$ cat config.mk
export PLATFORM = sky130hd
export DESIGN_NAME = mcu_clock_generation
export DESIGN_NICKNAME = d
export VERILOG_FILES = /design/src/clock_gen_pkg.sv /design/src/mcu_clock_generation.sv /design/src/pin_sync.sv
export SDC_FILE = /design/constraint.sdc
export NUM_CORES = 1
export LEC_CHECK = 0
export BUFFER_PORTS_ARGS = -buffer_cell sky130_fd_sc_hd__buf_4
export CAP_MARGIN = 0
export CORE_MARGIN = 1
export CORE_UTILIZATION = 59
export CTS_CLUSTER_DIAMETER = 30
export DETAILED_ROUTE_END_ITERATION = 7
export PLACE_DENSITY = 0.86
export SLEW_MARGIN = 25
export SYNTH_ARGS = -nofsm -noshare
export SYNTH_HDL_FRONTEND = slang
export SYNTH_HIERARCHICAL = 1
export SYNTH_SLANG_ARGS = --single-unit
$ cat constraint.sdc
create_clock -name pclk -period 8.62 [get_ports pclk]
set_input_delay 2.155 -clock pclk [delete_from_list [all_inputs] [get_ports pclk]]
set_output_delay 2.155 -clock pclk [all_outputs]
set_load 0.005 [all_outputs]
$ cat src/clock_gen_pkg.sv
package clock_gen_pkg;

	// Register indices; byte address is four times the index
	localparam logic [7:0] TUNE_INDEX = 8'h96;
	localparam logic [7:0] DIVIDER_INDEX = 8'h95;
	localparam logic [7:0] STATUS_INDEX = 8'h97;

	// Tuning register field positions
	localparam int TUNE_RC_SEL_BIT = 7;
	localparam int TUNE_CLKOUT_EN_BIT = 6;
	localparam int TUNE_TRIM_MSB = 5;
	localparam int TUNE_TRIM_LSB = 0;
	localparam int TRIM_WIDTH = 6;

	// Status register field positions
	localparam int STAT_SRC_LSB = 0;
	localparam int STAT_RANGE_LSB = 2;
	localparam int STAT_WAKE_BIT = 4;
	localparam int STAT_CLKOUT_BIT = 5;
	localparam int STAT_CFG_BIT = 6;

	// Reset values
	localparam logic [7:0] DIVIDER_RESET = 8'h00;
	localparam logic [31:0] READ_ZERO = 32'h0000_0000;

	// Wake-up counts in oscillator cycles
	localparam logic [9:0] WAKE_XTAL_OSC_CYCLES = 10'd992;
	localparam logic [9:0] WAKE_OTHER_OSC_CYCLES = 10'd224;

	// Fixed settling time after the oscillator count
	localparam int CLK_FREQ_MHZ = 200;
	localparam int SETTLE_TIME_NS = 60000;
	localparam int SETTLE_CYCLES_DEF = (SETTLE_TIME_NS * CLK_FREQ_MHZ + 999) / 1000;
	localparam int SETTLE_WIDTH = 16;

	// Oscillator source chosen at flash programming time
	typedef enum logic [1:0] {
		SRC_WATCHDOG = 2'b00,
		SRC_RC = 2'b01,
		SRC_CRYSTAL = 2'b10,
		SRC_EXTERNAL = 2'b11
	} source_type;

	// Crystal frequency range
	typedef enum logic [1:0] {
		RANGE_LOW = 2'b00,
		RANGE_MEDIUM = 2'b01,
		RANGE_HIGH = 2'b10,
		RANGE_UNUSED = 2'b11
	} range_type;

	// Wake-up sequencer states
	typedef enum logic [1:0] {
		WAKE_IDLE = 2'b00,
		WAKE_OSC = 2'b01,
		WAKE_SETTLE = 2'b10
	} wake_type;

	// Byte address of a register index
	function automatic logic [11:0] reg_addr(input logic [7:0] index);
		reg_addr = {2'b00, index, 2'b00};
	endfunction

endpackage

$ cat src/mcu_clock_generation.sv
// Design decision made here: register access over APB.
`timescale 1ns/10ps
// Overview of operation
// (RQ1) Machine cycle equals two CPU clock cycles
// (RQ2) Peripheral clock runs at half CPU clock
// (RQ3) One of four sources feeds the divider
// (RQ4) Source chosen by configuration, not register
// (RQ5) Crystal offers low, medium, high ranges
// (RQ6) Above 12 MHz board must hold reset
// (RQ7) Clock output only when crystal unused
// (RQ8) Clock output driven only while enable set
// (RQ9) Clock output toggles at half CPU clock
// (RQ10) Six-bit trim loads factory value, writable
// (RQ11) Only power-on reset reloads the trim
// (RQ12) Watchdog oscillator selectable as low-power source
// (RQ13) External clock taken from crystal input pin
// (RQ14) Trim register bits: select, enable, trim
// (RQ15) Software clears output enable before idle
// (RQ16) Divider ratio up to 510, changeable anytime
// (RQ17) Wake-up gates CPU clock 992/224 cycles plus settling
// (RQ18) Clock output from toggle, glitch-free start/stop; the stop forced when rtc_uses_crystal rises cuts a high level at once
module mcu_clock_generation
	import clock_gen_pkg::*;
#(
	parameter int SETTLE_CYCLES = SETTLE_CYCLES_DEF,
	parameter logic [5:0] TRIM_FACTORY = 6'h20
)
(
	input wire logic pclk,
	input wire logic presetn,
	input wire logic por_n,
	input wire logic psel,
	input wire logic penable,
	input wire logic pwrite,
	input wire logic [11:0] paddr,
	input wire logic [31:0] pwdata,
	output logic [31:0] prdata,
	output logic pready,
	output logic pslverr,
	input wire logic [1:0] source_config,
	input wire logic [1:0] crystal_range_config,
	input wire logic rtc_uses_crystal,
	input wire logic watchdog_osc_in,
	input wire logic internal_rc_clock,
	input wire logic crystal_osc_in,
	input wire logic crystal_in_pin,
	input wire logic wake_request,
	output logic selected_source_clock,
	output logic cpu_core_clock,
	output logic cpu_clock_tick,
	output logic machine_cycle_tick,
	output logic peripheral_clock,
	output logic peripheral_clock_tick,
	output logic crystal_out_clock_pin_o,
	output logic crystal_out_clock_pin_oe,
	output logic [1:0] crystal_range,
	output logic crystal_osc_enable,
	output logic [5:0] rc_trim,
	output logic rc_clock_select,
	output logic cpu_clock_held
);

	// All state reset by the ordinary reset: range loads RANGE_UNUSED, the rest is cleared
	typedef struct packed {
		logic cfg_done;
		source_type src;
		range_type range;
		logic [7:0] divider;
		logic [8:0] div_cnt;
		logic cpu_tick;
		logic cpu_clk;
		logic mach_phase;
		logic mach_tick;
		logic per_clk;
		logic per_tick;
		logic clkout_act;
		logic clkout_lvl;
		wake_type wake;
		logic [9:0] wake_cnt;
		logic [SETTLE_WIDTH-1:0] settle_cnt;
		logic [31:0] rdata;
		logic err;
	} clk_state_type;

	clk_state_type st_r;
	clk_state_type st_nxt;

	// Trim register lives apart: only power-on reset touches it
	logic [7:0] tune_r;
	logic [7:0] tune_nxt;

	// Synchronised oscillator levels and edges
	logic [3:0] src_level;
	logic [3:0] src_rise;
	logic osc_tick;
	logic osc_level;
	logic setup_phase;
	logic access_phase;
	logic hit_tune;
	logic hit_div;
	logic hit_stat;
	logic clkout_allowed;
	logic [8:0] div_limit_now;
	logic [7:0] status_byte;

	// Division limit in oscillator ticks: 1 for ratio 0, else twice the ratio
	function automatic logic [8:0] div_limit(input logic [7:0] ratio);
		if (ratio == 8'h00) begin
			div_limit = 9'd1;
		end else begin
			div_limit = {ratio, 1'b0};
		end
	endfunction

	// Wake count for the captured source
	function automatic logic [9:0] wake_len(input source_type s);
		if (s == SRC_CRYSTAL) begin
			wake_len = WAKE_XTAL_OSC_CYCLES;
		end else begin
			wake_len = WAKE_OTHER_OSC_CYCLES;
		end
	endfunction

	// Sources are free-running and unrelated to pclk, so each one
	// passes its own three-stage filter before any edge is used
	// One synchroniser per oscillator source, indexed by source code
	pin_sync u_sync_wdog (
		.pclk(pclk),
		.presetn(presetn),
		.async_in(watchdog_osc_in),
		.level(src_level[0]),
		.rise(src_rise[0])
	);
	pin_sync u_sync_rc (
		.pclk(pclk),
		.presetn(presetn),
		.async_in(internal_rc_clock),
		.level(src_level[1]),
		.rise(src_rise[1])
	);
	pin_sync u_sync_xtal (
		.pclk(pclk),
		.presetn(presetn),
		.async_in(crystal_osc_in),
		.level(src_level[2]),
		.rise(src_rise[2])
	);
	pin_sync u_sync_ext (
		.pclk(pclk),
		.presetn(presetn),
		.async_in(crystal_in_pin),
		.level(src_level[3]),
		.rise(src_rise[3])
	);

	// Source multiplexer, quiet until the configuration is captured
	always_comb begin
		osc_tick = st_r.cfg_done & src_rise[st_r.src]; // RQ3 RQ12 RQ13
		osc_level = st_r.cfg_done & src_level[st_r.src];
	end

	// Bus decode helpers
	always_comb begin
		setup_phase = psel & ~penable;
		access_phase = psel & penable;
		hit_tune = (paddr == reg_addr(TUNE_INDEX));
		hit_div = (paddr == reg_addr(DIVIDER_INDEX));
		hit_stat = (paddr == reg_addr(STATUS_INDEX));
		div_limit_now = div_limit(st_r.divider);
		// Output pin free only when neither system nor RTC use the crystal
		clkout_allowed = st_r.cfg_done & (st_r.src != SRC_CRYSTAL) & ~rtc_uses_crystal; // RQ7
		status_byte = 8'h00;
		status_byte[STAT_SRC_LSB +: 2] = st_r.src;
		status_byte[STAT_RANGE_LSB +: 2] = st_r.range;
		status_byte[STAT_WAKE_BIT] = (st_r.wake != WAKE_IDLE);
		status_byte[STAT_CLKOUT_BIT] = st_r.clkout_act;
		status_byte[STAT_CFG_BIT] = st_r.cfg_done;
	end

	// Next-state logic for clocks, wake-up and bus
	always_comb begin
		st_nxt = st_r;
		st_nxt.cpu_tick = 1'b0;
		st_nxt.mach_tick = 1'b0;
		st_nxt.per_tick = 1'b0;

		// Capture the programmed configuration once after reset release
		// The straps are read once; a later change needs a new reset
		if (!st_r.cfg_done) begin
			st_nxt.cfg_done = 1'b1;
			st_nxt.src = source_type'(source_config); // RQ4
			if (source_type'(source_config) == SRC_CRYSTAL) begin
				st_nxt.range = range_type'(crystal_range_config); // RQ5
			end else begin
				st_nxt.range = RANGE_UNUSED;
			end
			// Start-up behaves like a wake-up from the new source
			st_nxt.wake = WAKE_OSC;
			st_nxt.wake_cnt = wake_len(source_type'(source_config));
		end

		// Wake-up sequencer gates the CPU clock
		case (st_r.wake)
			WAKE_IDLE: begin
				if (wake_request && st_r.cfg_done) begin
					st_nxt.wake = WAKE_OSC; // RQ17
					st_nxt.wake_cnt = wake_len(st_r.src); // RQ17
				end
			end
			WAKE_OSC: begin
				// Count oscillator cycles, then the fixed settling time
				// Settling is counted in pclk cycles, not oscillator cycles
				if (osc_tick) begin
					if (st_r.wake_cnt <= 10'd1) begin
						st_nxt.wake = WAKE_SETTLE; // RQ17
						st_nxt.settle_cnt = SETTLE_WIDTH'(SETTLE_CYCLES);
					end else begin
						st_nxt.wake_cnt = st_r.wake_cnt - 10'd1;
					end
				end
			end
			WAKE_SETTLE: begin
				if (st_r.settle_cnt <= SETTLE_WIDTH'(1)) begin
					st_nxt.wake = WAKE_IDLE; // RQ17
					st_nxt.settle_cnt = '0;
				end else begin
					st_nxt.settle_cnt = st_r.settle_cnt - SETTLE_WIDTH'(1);
				end
			end
			default: begin
				st_nxt.wake = WAKE_IDLE;
			end
		endcase

		// Divider: the compare uses >= so a smaller new ratio never stalls
		// A ratio change acts at the next count and never stops the CPU
		if (osc_tick && st_r.wake == WAKE_IDLE) begin
			if ((st_r.div_cnt + 9'd1) >= div_limit_now) begin
				st_nxt.div_cnt = '0; // RQ16
				st_nxt.cpu_tick = 1'b1; // RQ3
			end else begin
				st_nxt.div_cnt = st_r.div_cnt + 9'd1; // RQ16
			end
		end

		// Derived clocks advance on each CPU tick
		if (st_r.cpu_tick) begin
			st_nxt.cpu_clk = ~st_r.cpu_clk;
			st_nxt.mach_phase = ~st_r.mach_phase;
			st_nxt.mach_tick = st_r.mach_phase; // RQ1
			st_nxt.per_clk = ~st_r.per_clk; // RQ2
			st_nxt.per_tick = st_r.mach_phase; // RQ2
			// Toggle output; an enable-driven stop comes only from the low level, so no runt pulse
			if (st_r.clkout_act) begin
				st_nxt.clkout_lvl = ~st_r.clkout_lvl; // RQ9 RQ18
			end
		end

		// Start and enable-driven stop of the clock output at a low level only; losing clkout_allowed stops it at once
		// Dropping the enable while the pin is high would leave a short pulse,
		// so the enable is only taken over while the pin is low
		if (!st_r.clkout_lvl && !(st_r.cpu_tick && st_r.clkout_act)) begin
			st_nxt.clkout_act = tune_r[TUNE_CLKOUT_EN_BIT] & clkout_allowed; // RQ8 RQ18
		end
		if (!clkout_allowed) begin
			st_nxt.clkout_act = 1'b0; // RQ7
			st_nxt.clkout_lvl = 1'b0;
		end

		// Divider ratio written by software at any time
		if (access_phase && pwrite && hit_div) begin
			st_nxt.divider = pwdata[7:0]; // RQ16
		end

		// Read data captured in the setup phase
		if (setup_phase) begin
			st_nxt.err = ~(hit_tune | hit_div | hit_stat);
			st_nxt.rdata = READ_ZERO;
			if (!pwrite) begin
				if (hit_tune) begin
					st_nxt.rdata[7:0] = tune_r; // RQ14
				end else if (hit_div) begin
					st_nxt.rdata[7:0] = st_r.divider;
				end else if (hit_stat) begin
					st_nxt.rdata[7:0] = status_byte;
				end
			end
		end
	end

	// Trim register next value
	always_comb begin
		tune_nxt = tune_r;
		if (access_phase && pwrite && hit_tune) begin
			tune_nxt = pwdata[7:0]; // RQ10 RQ14
		end
	end

	// Main state register
	always_ff @(posedge pclk or negedge presetn) begin
		if (!presetn) begin
			st_r <= '0;
			st_r.src <= SRC_WATCHDOG;
			st_r.range <= RANGE_UNUSED;
			st_r.divider <= DIVIDER_RESET;
			st_r.wake <= WAKE_IDLE;
		end else begin
			st_r <= st_nxt;
		end
	end

	// Warm resets leave the trim alone, so a frequency set by software
	// survives a watchdog, software, external or brownout reset
	// Trim register: reloaded by power-on reset only
	always_ff @(posedge pclk or negedge por_n) begin
		if (!por_n) begin
			tune_r <= {2'b00, TRIM_FACTORY}; // RQ10 RQ11
		end else begin
			tune_r <= tune_nxt; // RQ11
		end
	end

	// Read data is registered in the setup cycle, so it already stands
	// through the whole access cycle and no wait state is needed
	// Bus answers: zero wait states, error on unmapped address
	assign pready = 1'b1;
	assign prdata = st_r.rdata;
	assign pslverr = st_r.err & access_phase;

	// Clock outputs; the CPU clock stays held until the straps are captured
	assign selected_source_clock = osc_level;
	assign cpu_core_clock = st_r.cpu_clk;
	assign cpu_clock_tick = st_r.cpu_tick;
	assign machine_cycle_tick = st_r.mach_tick; // RQ1
	assign peripheral_clock = st_r.per_clk; // RQ2
	assign peripheral_clock_tick = st_r.per_tick;
	assign crystal_out_clock_pin_o = st_r.clkout_lvl;
	assign crystal_out_clock_pin_oe = st_r.clkout_act; // RQ8
	assign crystal_range = st_r.range; // RQ5
	assign crystal_osc_enable = st_r.cfg_done & ((st_r.src == SRC_CRYSTAL) | rtc_uses_crystal);
	assign rc_trim = tune_r[TUNE_TRIM_MSB:TUNE_TRIM_LSB]; // RQ10
	assign rc_clock_select = tune_r[TUNE_RC_SEL_BIT]; // RQ14
	assign cpu_clock_held = (st_r.wake != WAKE_IDLE) | ~st_r.cfg_done; // RQ17

endmodule // mcu_clock_generation

$ cat src/pin_sync.sv
`timescale 1ns/10ps
module pin_sync
	import clock_gen_pkg::*;
(
	input wire logic pclk,
	input wire logic presetn,
	input wire logic async_in,
	output logic level,
	output logic rise
);

	// Three stage chain plus filtered level and edge pulse
	typedef struct packed {
		logic s1;
		logic s2;
		logic s3;
		logic lvl;
		logic rise;
	} sync_state_type;

	sync_state_type st_r;
	sync_state_type st_nxt;

	// Level changes only once the second and third stages agree
	always_comb begin
		st_nxt = st_r;
		st_nxt.s1 = async_in;
		st_nxt.s2 = st_r.s1;
		st_nxt.s3 = st_r.s2;
		st_nxt.rise = 1'b0;
		if (st_r.s2 == st_r.s3) begin
			st_nxt.lvl = st_r.s3;
			st_nxt.rise = st_r.s3 & ~st_r.lvl;
		end
	end

	// State register
	always_ff @(posedge pclk or negedge presetn) begin
		if (!presetn) begin
			st_r <= '0;
		end else begin
			st_r <= st_nxt;
		end
	end

	assign level = st_r.lvl;
	assign rise = st_r.rise;

endmodule // pin_sync

Word level (Yosys, flattened, before mapping) --
Index checks and enable logic that the tools add are counted.
Cells by class: $add $sub $neg 3, magnitude comparators 4, equality and inequality tests 17, muxes and demuxes 35, bitwise operators 29, reduce and logical (&&, ||, !) cells 15
Operator list (count):
- $eq 12x10->1 const B | 3
- $mux 16 | 2
- $pmux 16 s2 | 1
- $mux 10 | 3
- $mux 28 | 1
- $mux 12 | 2
- $mux 8 | 3
- $pmux 10 s2 | 1
- $mux 9 | 2
- $le 16x1->1 const B | 1
- $sub 16x1->16 const B | 1
- $and 1x1->1 | 13
- $not 1->1 | 12
- $mux 1 | 11
- $le 10x1->1 const B | 1
- $ne 2x2->1 const B | 5
- $sub 10x1->10 const B | 1
- $add 9x1->9 const B | 1
- $ge 9x9->1 | 1
- $logic_not 8->1 | 1
- $mux 2 | 4
- $logic_and 1x1->1 | 7
- $mux 7 | 1
- $eq 2x2->1 const B | 3
- other kinds (13) | 22
Storage, ports and cells: register bits after elaboration 95, output and inout bits 53, logic and storage cells 142

Longest topological paths before layout --
Gate-level depths: netlist (run 1).
depth in word-level cells 6, mapped depth 11, gate-level depth less buffers 10

Cells and area by module --
Netlist (run 1), hierarchy kept.
By module, submodules not included:
- mcu_clock_generation | instances 1, cells an instance 483, area each 4553.1 µm²
- pin_sync | instances 4, cells an instance 7, area each 146.4 µm²

Worst setup path before layout (run 1) --
OpenSTA, ideal clock, no wires.
path kind input to output, start input port rtc_uses_crystal, end output port crystal_osc_enable, arrival 2.329 ns, data required time 6.465 ns, slack 4.136 ns, stages on the path 2, buffers on the path 0, path through nor2_1 > nor2b_1
Between the ends: word-level cells in the longest chain between the ends 2
Ends and longest elaborated chain:
- start: declaration | RTL line mcu_clock_generation.sv:42 | input wire logic rtc_uses_crystal,
- $or 1x1->1 | RTL line mcu_clock_generation.sv:340 | assign crystal_osc_enable = st_r.cfg_done & ((st_r.src == SRC_CRYSTAL) | rtc_uses_crystal);
- $and 1x1->1 | RTL line mcu_clock_generation.sv:340
- end: declaration | RTL line mcu_clock_generation.sv:57 | output logic crystal_osc_enable,
No other way between the ends.

Worst setup path in the final report (run 1) --
Ends and elaborated chain as after synthesis.

==> impl_metrics.tcl, run 1 <==
set metrics [dict create \
    n_antenna_cell 0 \
    gpl_congestion 0.882 \
    hp-class "reg -> reg" \
    cts_buffer_depth 2 \
    timing.final.crit_period_ns 4.84 \
    max-slew-margin-rel_pct 53.0 \
    die_width_um 95.3 \
    post_route_cells_drive_above_1_share_pct 22.5 \
    die_height_um 95.3 \
    number_of_violations_reported_at_the_end_of_detailed_routing_iteration_0 202 \
    synth_area_leader_cell "dfrtp_1" \
    cts_made_buffers 9 \
    clock_slew_at_the_register_clock_pins_of_the_worst_setup_and_hold_paths_ns 0.09 \
    placeableCoreArea_um2 8340 \
    final-max-slew-violation-count 0 \
    gr-total-overflow 0 \
    crit_path_start_kind "primary input" \
    post-dp-hpwl_mm 7.67 \
    setup_violation_total_in_the_final_timing_report 0 \
    routed_via_density 5.86 \
    post_synth_arst_share_pct 100 \
    cts.repair.resized 0 \
    dp_worst_setup_slack_ns 3.78 \
    timing.fmax_mhz 207 \
    dpl.cell_count 645 \
    syn_area_um2 5140 \
    synth_top_cells_by_area "dfrtp_1 (44%), buf_4 (6.1%), mux2_2 (4.4%)" \
    worst_skew_pair.late_latency_ns 0.38 \
    timing_worst_setup_path_type "in -> out" \
    ys_dominant_reg_cell "dfrtp_1" \
    pwr_density_cell_nw_per_um2 153 \
    cp_max_fo 2 \
    ant_nets 0 \
    p_leak_uw 0.00274 \
    vdd_ir_drop_max_mv 0.0817 \
    floorplan.rows 33 \
    grt_antenna_before_repair 0 \
    drv.max_cap_violation_count 0 \
    synthToLayoutAreaGrowth_pct 9.96 \
    maximum_number_of_pins_on_one_net_before_global_route_repair 56 \
    synth.yosys.warnings 6 \
    synthCells 511 \
    synth.yosys.seq_area_share_pct 45.8 \
    fin_ws_ns 3.78 \
    setup-tns-final_ns 0 \
    die_area_um2 9090 \
    cts_setup_buffers 0 \
    design.final.nets 625 \
    critPathCaptureType "primary output" \
    synth-edff-count 0 \
    routed_wirelength_mm 10.6 \
    io_pins 113 \
    route.detailed.wl_per_inst_um 16.1 \
    post_synth_num_cell_types 65 \
    layout.core_utilization_pct 67.7 \
    crit_arrival_ns 2.68 \
    top_cell_type_s_share_of_synthesized_area_pct 44.3 \
    htreeDepth 3 \
    clk_sink_count 94 \
    start_util_pct 61.6 \
    rsz0062_at_grt "no" \
    timing.final.crit_share_pct 56.1 \
    avgSynthCellArea_um2 10.1 \
    stdcell_count 661 \
    clock_tree_from_tritoncts "yes" \
    drc 0 \
    cell_at_the_root_of_the_clock_tree "clkbuf_8" \
    drtPass1Iterations 4 \
    timing_worst_slew_pin_value_ns 0.698 \
    finClkSkew_ns 0.00924 \
    grt_pass1_vias 3708 \
    fin_total_pwr_uw 865 \
    final-hold-violation-count 0 \
    outcome "finished, final reports clean" \
    worst-endpoint-required_ns 6.47 \
    vias 3876 \
    grtUsageTotal_pct 24.7 \
    synth.ff_latch_count 94 \
    cts_hold_repair.buffers 0 \
    grt_first_pass_wirelength_mm 17.2 \
    io_buffer_count 63 \
]
Yosys cell counts, types with 3 or more instances:
master	count
nor2b_1	10
xor2_1	7
nand2b_1	9
dfrtp_1	91
o2111a_1	3
a31oi_1	5
nor3_1	13
buf_4	42
nand4_1	4
nand2_1	44
o211a_1	4
or3_1	10
clkbuf_1	16
dfstp_2	3
a21oi_1	10
xnor2_1	6
o21bai_1	4
nor4_1	3
a22o_1	3
nor2_1	44
mux2_2	20
and3_1	3
o211ai_1	4
o221ai_1	6
o21ai_0	24
mux2i_1	6
ha_1	14
a221o_1	5
or4_1	6
inv_1	16
nand3_1	18
a21o_1	8
and2_1	6
and3b_2	4
maj3_2	4
cell type report:
type	instances	area (um^2)
Inverter	16	60.1
Tap cell	105	131
Timing Repair Buffer	64	480
Clock buffer	9	124
Multi-Input combinational cell	366	2430
Clock inverter	7	63.8
Fill cell	629	2690
Sequential cell	94	2360
state kept, by name, indices dropped and copies added, names as in the netlist, 2 cells and up:
name / flops
st_r: 50
prdata: 8
tune_r: 8
crystal_range: 2
u_sync_ext/st_nxt: 2
u_sync_rc/st_nxt: 2
u_sync_wdog/st_nxt: 2
u_sync_xtal/st_nxt: 2
worst paths after layout:
path                                                   endpoint  slack (ns)  cells after the start                     startpoint
worst max-delay path                         crystal_osc_enable        3.78                      4               rtc_uses_crystal
worst min-delay path              u_sync_rc/st_nxt[2]$_DFF_PN0_        0.36                      0  u_sync_rc/st_nxt[3]$_DFF_PN0_
worst max register to register             st_r[71]$_DFFE_PN0P_        5.50                      9           st_r[71]$_DFFE_PN0P_
worst min register to register    u_sync_rc/st_nxt[2]$_DFF_PN0_        0.36                      0  u_sync_rc/st_nxt[3]$_DFF_PN0_
max in group asynchronous       u_sync_wdog/st_nxt[2]$_DFF_PN0_        5.89                      2                        presetn
min in group asynchronous                 tune_r[3]$_DFFE_PN0P_        1.58                      1                          por_n
critical path, stage by stage:
cell     delay (ns)
buf_4          0.11
nor2_1         0.17
nor2b_1        0.10
buf_4          0.14
report_power, final:
part           leakage (uW)  internal, uW  switching, uW  total [uW]
clock             0.0000956           112            175         287
combinational       0.00142          44.3           56.6         101
sequential          0.00123           458           18.8         476
total               0.00274           614            251         865
per-stage QoR:
| step | instance area, um^2 | hold WS, ns |
|---|---|---|
| detailed placement | 5460 | 0.336 |
| global placement | 5460 | 0.332 |
| CTS | 5650 | 0.359 |
| finish | 5650 | 0.358 |
| floorplan | 5230 | 0.331 |
| global route | 5650 | 0.362 |
cell families (layout without fill, tap and decap cells):
logic type / count (synthesis) / after routing / synth area share [%]
DFF: 94 / 94 / 45.8
AOI/OAI and AO/OA: 95 / 95 / 13.2
buffers and inverters: 75 / 96 / 8.57
and+or+nand+nor: 186 / 186 / 19.3
adders and majority gates: 18 / 18 / 4.29
xor gates and xnor gates: 13 / 13 / 2.22
muxes: 28 / 28 / 6.43
other: 2 / 26 / 0.146
placed cells by master, fill, tap and decap left out, drive strengths merged, types with 10 or more instances in the layout:
cell and n:
a21oi 10, mux2 20, ha 14, conb 26
nor3 13, nor2b 10, nor2 45, dfrtp 91
nand2 45, o21ai 25, nand3 18, buf 64
or3 10, inv 20
metal layers:
metal  vias up  wire [um]  GRT usage [%]
li1       1837          -              -
met1      1906       4720           32.3
met2       115       5220           40.7
met3        18        523           4.86
met4         0        174           8.71
met5         -          0              0
No activity file was read; power rests on OpenSTA's default activity.
==> run 2, diff against run 1 <==
--- a/config.mk
+++ b/config.mk
@@ -8,10 +8,10 @@
 export BUFFER_PORTS_ARGS = -buffer_cell sky130_fd_sc_hd__buf_4
 export CAP_MARGIN = 0
 export CORE_MARGIN = 1
-export CORE_UTILIZATION = 59
+export CORE_UTILIZATION = 49
 export CTS_CLUSTER_DIAMETER = 30
 export DETAILED_ROUTE_END_ITERATION = 7
-export PLACE_DENSITY = 0.86
+export PLACE_DENSITY = 0.76
 export SLEW_MARGIN = 25
 export SYNTH_ARGS = -nofsm -noshare
 export SYNTH_HDL_FRONTEND = slang
==> constraint.sdc (replaced) <==
create_clock -name pclk -period 4.3 [get_ports pclk]
set_input_delay 1.075 -clock pclk [delete_from_list [all_inputs] [get_ports pclk]]
set_output_delay 1.075 -clock pclk [all_outputs]
set_load 0.005 [all_outputs]
==> impl_metrics.tcl, run 2 (synthesis gave the netlist of run 1 again) <==
set metrics [dict create \
    outcome "finished, final reports clean" \
    drv.max_cap_violation_count 0 \
    hold_end "u_sync_xtal/st_nxt[2]$_DFF_PN0_" \
    gpl_congestion 0.817 \
    crit_arrival_ns 3.41 \
    worst-endpoint-required_ns 4.60 \
    mostFrequentLayoutCells "dfrtp_1 (91), buf_4 (62), nor2_1 (44), nand2_1 (44), conb_1 (26)" \
    drtPass1Iterations 4 \
    vias 3858 \
    reg2reg_to "st_r[69]$_DFFE_PN0P_" \
    crit-reg2reg-launch "st_r[71]$_DFFE_PN0P_" \
    timing.final.crit_period_ns 3.10 \
    hp-class "reg -> reg" \
    post_route_cells_drive_above_1_share_pct 22.3 \
    cp_max_fo 10 \
    cts_setup_buffers 0 \
    final-hold-violation-count 0 \
    ant_nets 0 \
    timing_worst_setup_path_type "reg -> reg" \
    clk_sink_count 94 \
    final_cell_area_um2 5690 \
    post-dp-hpwl_mm 7.36 \
    critPathCaptureType "flop" \
    floorplan.rows 37 \
    largest_register_ffs 50 \
    maximum_number_of_pins_on_one_net_before_global_route_repair 87 \
    routed_wirelength_mm 10.4 \
    r2r_setup_slack_ns 1.20 \
    final-max-slew-violation-count 0 \
    grt_pass1_vias 3768 \
    clock_tree_from_tritoncts "yes" \
    drc 0 \
    cell_count_of_the_worst_hold_path 0 \
    io_pins 113 \
    grtUsageTotal_pct 20.1 \
    rsz0062_at_grt "no" \
    grt_antenna_before_repair 0 \
    dp_worst_setup_slack_ns 0.889 \
    timing.fmax_mhz 322 \
    setup_violation_total_in_the_final_timing_report 0 \
    vdd_ir_drop_max_mv 0.261 \
    cts_made_buffers 9 \
    cell_at_the_root_of_the_clock_tree "clkbuf_8" \
    cts_hold_repair.buffers 0 \
    number_of_violations_reported_at_the_end_of_detailed_routing_iteration_0 187 \
    io_buffer_count 63 \
    timing.final.crit_share_pct 72.2 \
    timing_worst_slew_pin_value_ns 0.779 \
    placement.cell_area_um2 5500 \
    start_util_pct 50.2 \
    top_register "st_r" \
    synthToLayoutAreaGrowth_pct 10.6 \
    layout.core_utilization_pct 55.6 \
    cts.repair.resized 0 \
    htreeDepth 3 \
    timing.hold.worst.start "u_sync_xtal/st_nxt[3]$_DFF_PN0_" \
    p_leak_uw 0.00274 \
    r2r_cells 9 \
    route.detailed.wl_per_inst_um 15.0 \
    crit_path_start_kind "flop" \
    max-slew-margin-rel_pct 48.1 \
    dpl.cell_count 675 \
    worst_skew_pair.late_latency_ns 0.37 \
    die_area_um2 10900 \
    stdcell_count 691 \
    clock_slew_at_the_register_clock_pins_of_the_worst_setup_and_hold_paths_ns 0.10 \
    n_antenna_cell 0 \
    placeableCoreArea_um2 10200 \
    design.final.nets 624 \
    routed_via_density 5.58 \
    grt_first_pass_wirelength_mm 17.6 \
    finClkSkew_ns 0.0129 \
    pwr_density_cell_nw_per_um2 302 \
    gr-total-overflow 0 \
    fin_ws_ns 1.20 \
    die_width_um 104 \
    layout_commonest_cell "dfrtp_1" \
    setup-tns-final_ns 0 \
    die_height_um 104 \
    cts_buffer_depth 2 \
]
## run 2: changes by cell type in the layout (fill, tap and decap cells not counted), sizes merged
| cell | before | now |
|---|---|---|
| buf | 64 | 63 |
| clkinv | 2 | 1 |
| inv | 20 | 21 |
## run 2: critical path, stage by stage (launching register included)
cell and delay, ns:
dfrtp_1 0.46, nand3_1 0.24, or3_1 0.48, xnor2_1 0.15
ha_1 0.31, o21ai_0 0.17, o21bai_1 0.09, a211o_1 0.41
nor2_1 0.48, mux2_2 0.26
## run 2: area by class of cell
type                            count  area (um^2)
Fill cell                         889         4550
Multi-Input combinational cell    366         2430
Clock buffer                        9          124
Inverter                           16         60.1
Sequential cell                    94         2360
Timing Repair Buffer               63          477
Tap cell                          136          170
Clock inverter                      7         63.8
## run 2: report_power, final
part,switching (uW),internal [uW],total (uW)
Clock,343,226,569
Combinational,108,88.2,196
Sequential,36.7,917,954
Total,488,1230,1720
## run 2: worst max path at each step
stage                         startpoint                    end  cells after the start
detailed placement              paddr[8]  tune_r[2]$_DFFE_PN0P_                      6
CTS                 st_r[71]$_DFFE_PN0P_   st_r[69]$_DFFE_PN0P_                      9
global route        st_r[71]$_DFFE_PN0P_   st_r[69]$_DFFE_PN0P_                      9
floorplan                       paddr[8]   st_r[78]$_DFFE_PN0P_                      5
finish              st_r[71]$_DFFE_PN0P_   st_r[69]$_DFFE_PN0P_                      9
global placement                paddr[8]  tune_r[6]$_DFFE_PN0P_                      6
## run 2: metrics by stage
step / hold slack [ns] / total power [uW]
2_1_floorplan: 0.331 / 1100
4_1_cts: 0.355 / 1740
6_report: 0.355 / 1720
5_1_grt: 0.359 / 1820
3_3_place_gp: 0.331 / 1160
3_5_place_dp: 0.337 / 1170
## run 2: metal layers
layer  part of all wire (%)  track usage [%]  up-vias
li1                       -                -     1828
met1                     45             26.4     1905
met2                     49             33.1      114
met3                    5.1             4.20       11
met4                    1.0             6.33        0
met5                      0                0        -
==> run 3, diff against run 2 <==
==> constraint.sdc (replaced) <==
create_clock -name pclk -period 2.5 [get_ports pclk]
set_input_delay 0.625 -clock pclk [delete_from_list [all_inputs] [get_ports pclk]]
set_output_delay 0.625 -clock pclk [all_outputs]
set_load 0.005 [all_outputs]
==> impl_metrics.tcl, run 3 (synthesis gave the netlist of run 1 again) <==
set metrics [dict create \
    crit_path_start_kind "flop" \
    gr-total-overflow 0 \
    critical_path.top_delay_family "compound AO/OA/AOI/OAI gates" \
    outcome "finished, final reports clean" \
    hp-class "in -> async" \
    top_register "st_r" \
    path_cells "nand3_2, buf_4, nor2_4, xor2_1, ha_1, nand4_1, nor2_1, a211o_2, buf_4, o21bai_1, a22o_1" \
    cp_max_fo 5 \
    cell_at_the_root_of_the_clock_tree "clkbuf_8" \
    crit-reg2reg-launch "st_r[69]$_DFFE_PN0P_" \
    setup_violation_total_in_the_final_timing_report 0 \
    n_antenna_cell 0 \
    htreeDepth 3 \
    clock_slew_at_the_register_clock_pins_of_the_worst_setup_and_hold_paths_ns 0.10 \
    ant_nets 0 \
    hold_ws_ns 0.0402 \
    floorplan.rows 37 \
    path_common_cell "buf_4" \
    timing.final.crit_share_pct 96.8 \
    io_buffer_count 63 \
    max-slew-margin-rel_pct 62.2 \
    reg2reg_to "st_r[71]$_DFFE_PN0P_" \
    timing_worst_setup_path_type "reg -> reg" \
    gpl_congestion 0.885 \
    final-max-slew-violation-count 0 \
    drtPass1Iterations 5 \
    die_area_um2 10900 \
    critPathCaptureType "flop" \
    largest_register_ffs 50 \
    cts_hold_repair.buffers 0 \
    dp_worst_setup_slack_ns -0.122 \
    max_stage_delay_ns 0.46 \
    grt_first_pass_wirelength_mm 18.7 \
    worst-endpoint-required_ns 2.83 \
    timing.final.crit_period_ns 2.42 \
    vdd_ir_drop_max_mv 0.322 \
    cts_buffer_depth 2 \
    net_switching_fraction_of_the_power_pct 28.9 \
    timing.fmax_mhz 413 \
    start_util_pct 50.2 \
    power.internal_uw 2120 \
    r2r_setup_slack_ns 0.08 \
    area_of_the_multi_input_gates_um2 2520 \
    mostFrequentLayoutCells "buf_4 (93), dfrtp_1 (91), nand2_1 (44)" \
    design.final.nets 655 \
    post_route_cells_drive_above_1_share_pct 28.3 \
    total_switching_power_uw 861 \
    timing.critical_path.slowest_stage_cell "dfrtp_1" \
    grt_antenna_before_repair 0 \
    die_height_um 104 \
    grtUsageTotal_pct 21.3 \
    finClkSkew_ns 0.0130 \
    maximum_number_of_pins_on_one_net_before_global_route_repair 45 \
    ff_latch_area_um2 2360 \
    clock_tree_from_tritoncts "yes" \
    drv.max_cap_violation_count 0 \
    die_width_um 104 \
    drc 0 \
    r2r_cells 11 \
    placeableCoreArea_um2 10200 \
    worst_skew_pair.late_latency_ns 0.39 \
    p_leak_uw 0.00291 \
    clk_sink_count 94 \
    combinationalPowerShare_pct 12.0 \
    crit_arrival_ns 2.75 \
    vias 3982 \
    routed_via_density 5.52 \
    pwr_density_cell_nw_per_um2 496 \
    grt_pass1_vias 3944 \
    fillers 848 \
    pwr-share-clk_pct 33.1 \
    layout_commonest_cell "buf_4" \
    io_pins 113 \
    timing_worst_slew_pin_value_ns 0.567 \
    number_of_violations_reported_at_the_end_of_detailed_routing_iteration_0 202 \
    synthToLayoutAreaGrowth_pct 16.9 \
    post-dp-hpwl_mm 7.84 \
    sequentialPowerShare_pct 54.9 \
    final-hold-violation-count 0 \
    cts_made_buffers 9 \
    fin_ws_ns 0.0797 \
    timing.critical_path.buf_inv 2 \
    route.detailed.wl_per_inst_um 15.3 \
    routed_wirelength_mm 11.0 \
]
run 3: final cells by class:
| type | count | area share (%) |
|---|---|---|
| clock buffers | 9 | 2.06 |
| clock inverters | 7 | 1.06 |
| inverters | 16 | 1.00 |
| multi-input cells | 366 | 41.9 |
| flip-flops and latches | 94 | 39.2 |
| well taps | 136 | 2.83 |
| repair buffers | 94 | 12.0 |
run 3: what timing repair did:
action | 4_1_cts | 5_1_grt
pin swaps | 2 | 13
setup buffers | 2 | 4
endpoints found under the setup margin | 8 | 10
gates resized for setup | 1 | 13
run 3: routing by layer:
| layer | track usage, % | vias to the layer above | part of all wire [%] |
|---|---|---|---|
| met2 | 35.4 | 102 | 49 |
| met4 | 8.57 | 0 | 1.7 |
| li1 | - | 1896 | - |
| met1 | 27.3 | 1969 | 44 |
| met5 | 0 | - | 0 |
| met3 | 4.26 | 15 | 4.6 |
run 3: through the flow:
step	power, uW	area [um^2]	utilization (%)	TNS, ns	std cells
2_1_floorplan	1890	5250	-	0	535
3_3_place_gp	2000	5710	55.8	-0.467	700
3_5_place_dp	2020	5710	55.8	-1.87	700
4_1_cts	3010	5920	57.8	0	718
5_1_grt	3120	6010	58.7	-0.0131	722
6_report	2980	6010	58.7	0	722
run 3: how the worst max path moves through the flow:
stage | endpoint | start | cells past startpoint | slack, ns
global placement | st_r[82]$_DFFE_PN0P_ | paddr[8] | 7 | -0.06
floorplan | st_r[69]$_DFFE_PN0P_ | st_r[71]$_DFFE_PN0P_ | 10 | 0.01
CTS | st_r[74]$_DFFE_PN0P_ | st_r[69]$_DFFE_PN0P_ | 10 | 0.02
global route | st_r[71]$_DFFE_PN0P_ | st_r[69]$_DFFE_PN0P_ | 11 | -0.01
detailed placement | st_r[83]$_DFFE_PN0P_ | paddr[8] | 7 | -0.12
finish | st_r[71]$_DFFE_PN0P_ | st_r[69]$_DFFE_PN0P_ | 11 | 0.08
run 3: power groups by stage:
| stage | clock (uW) | sequential, uW | combinational, uW |
|---|---|---|---|
| after floorplan | 0 | 1650 | 248 |
| after global placement | 0 | 1660 | 337 |
| after detailed placement | 0 | 1670 | 353 |
| after CTS | 1010 | 1640 | 356 |
| after global routing | 1070 | 1650 | 401 |
| final | 987 | 1640 | 357 |
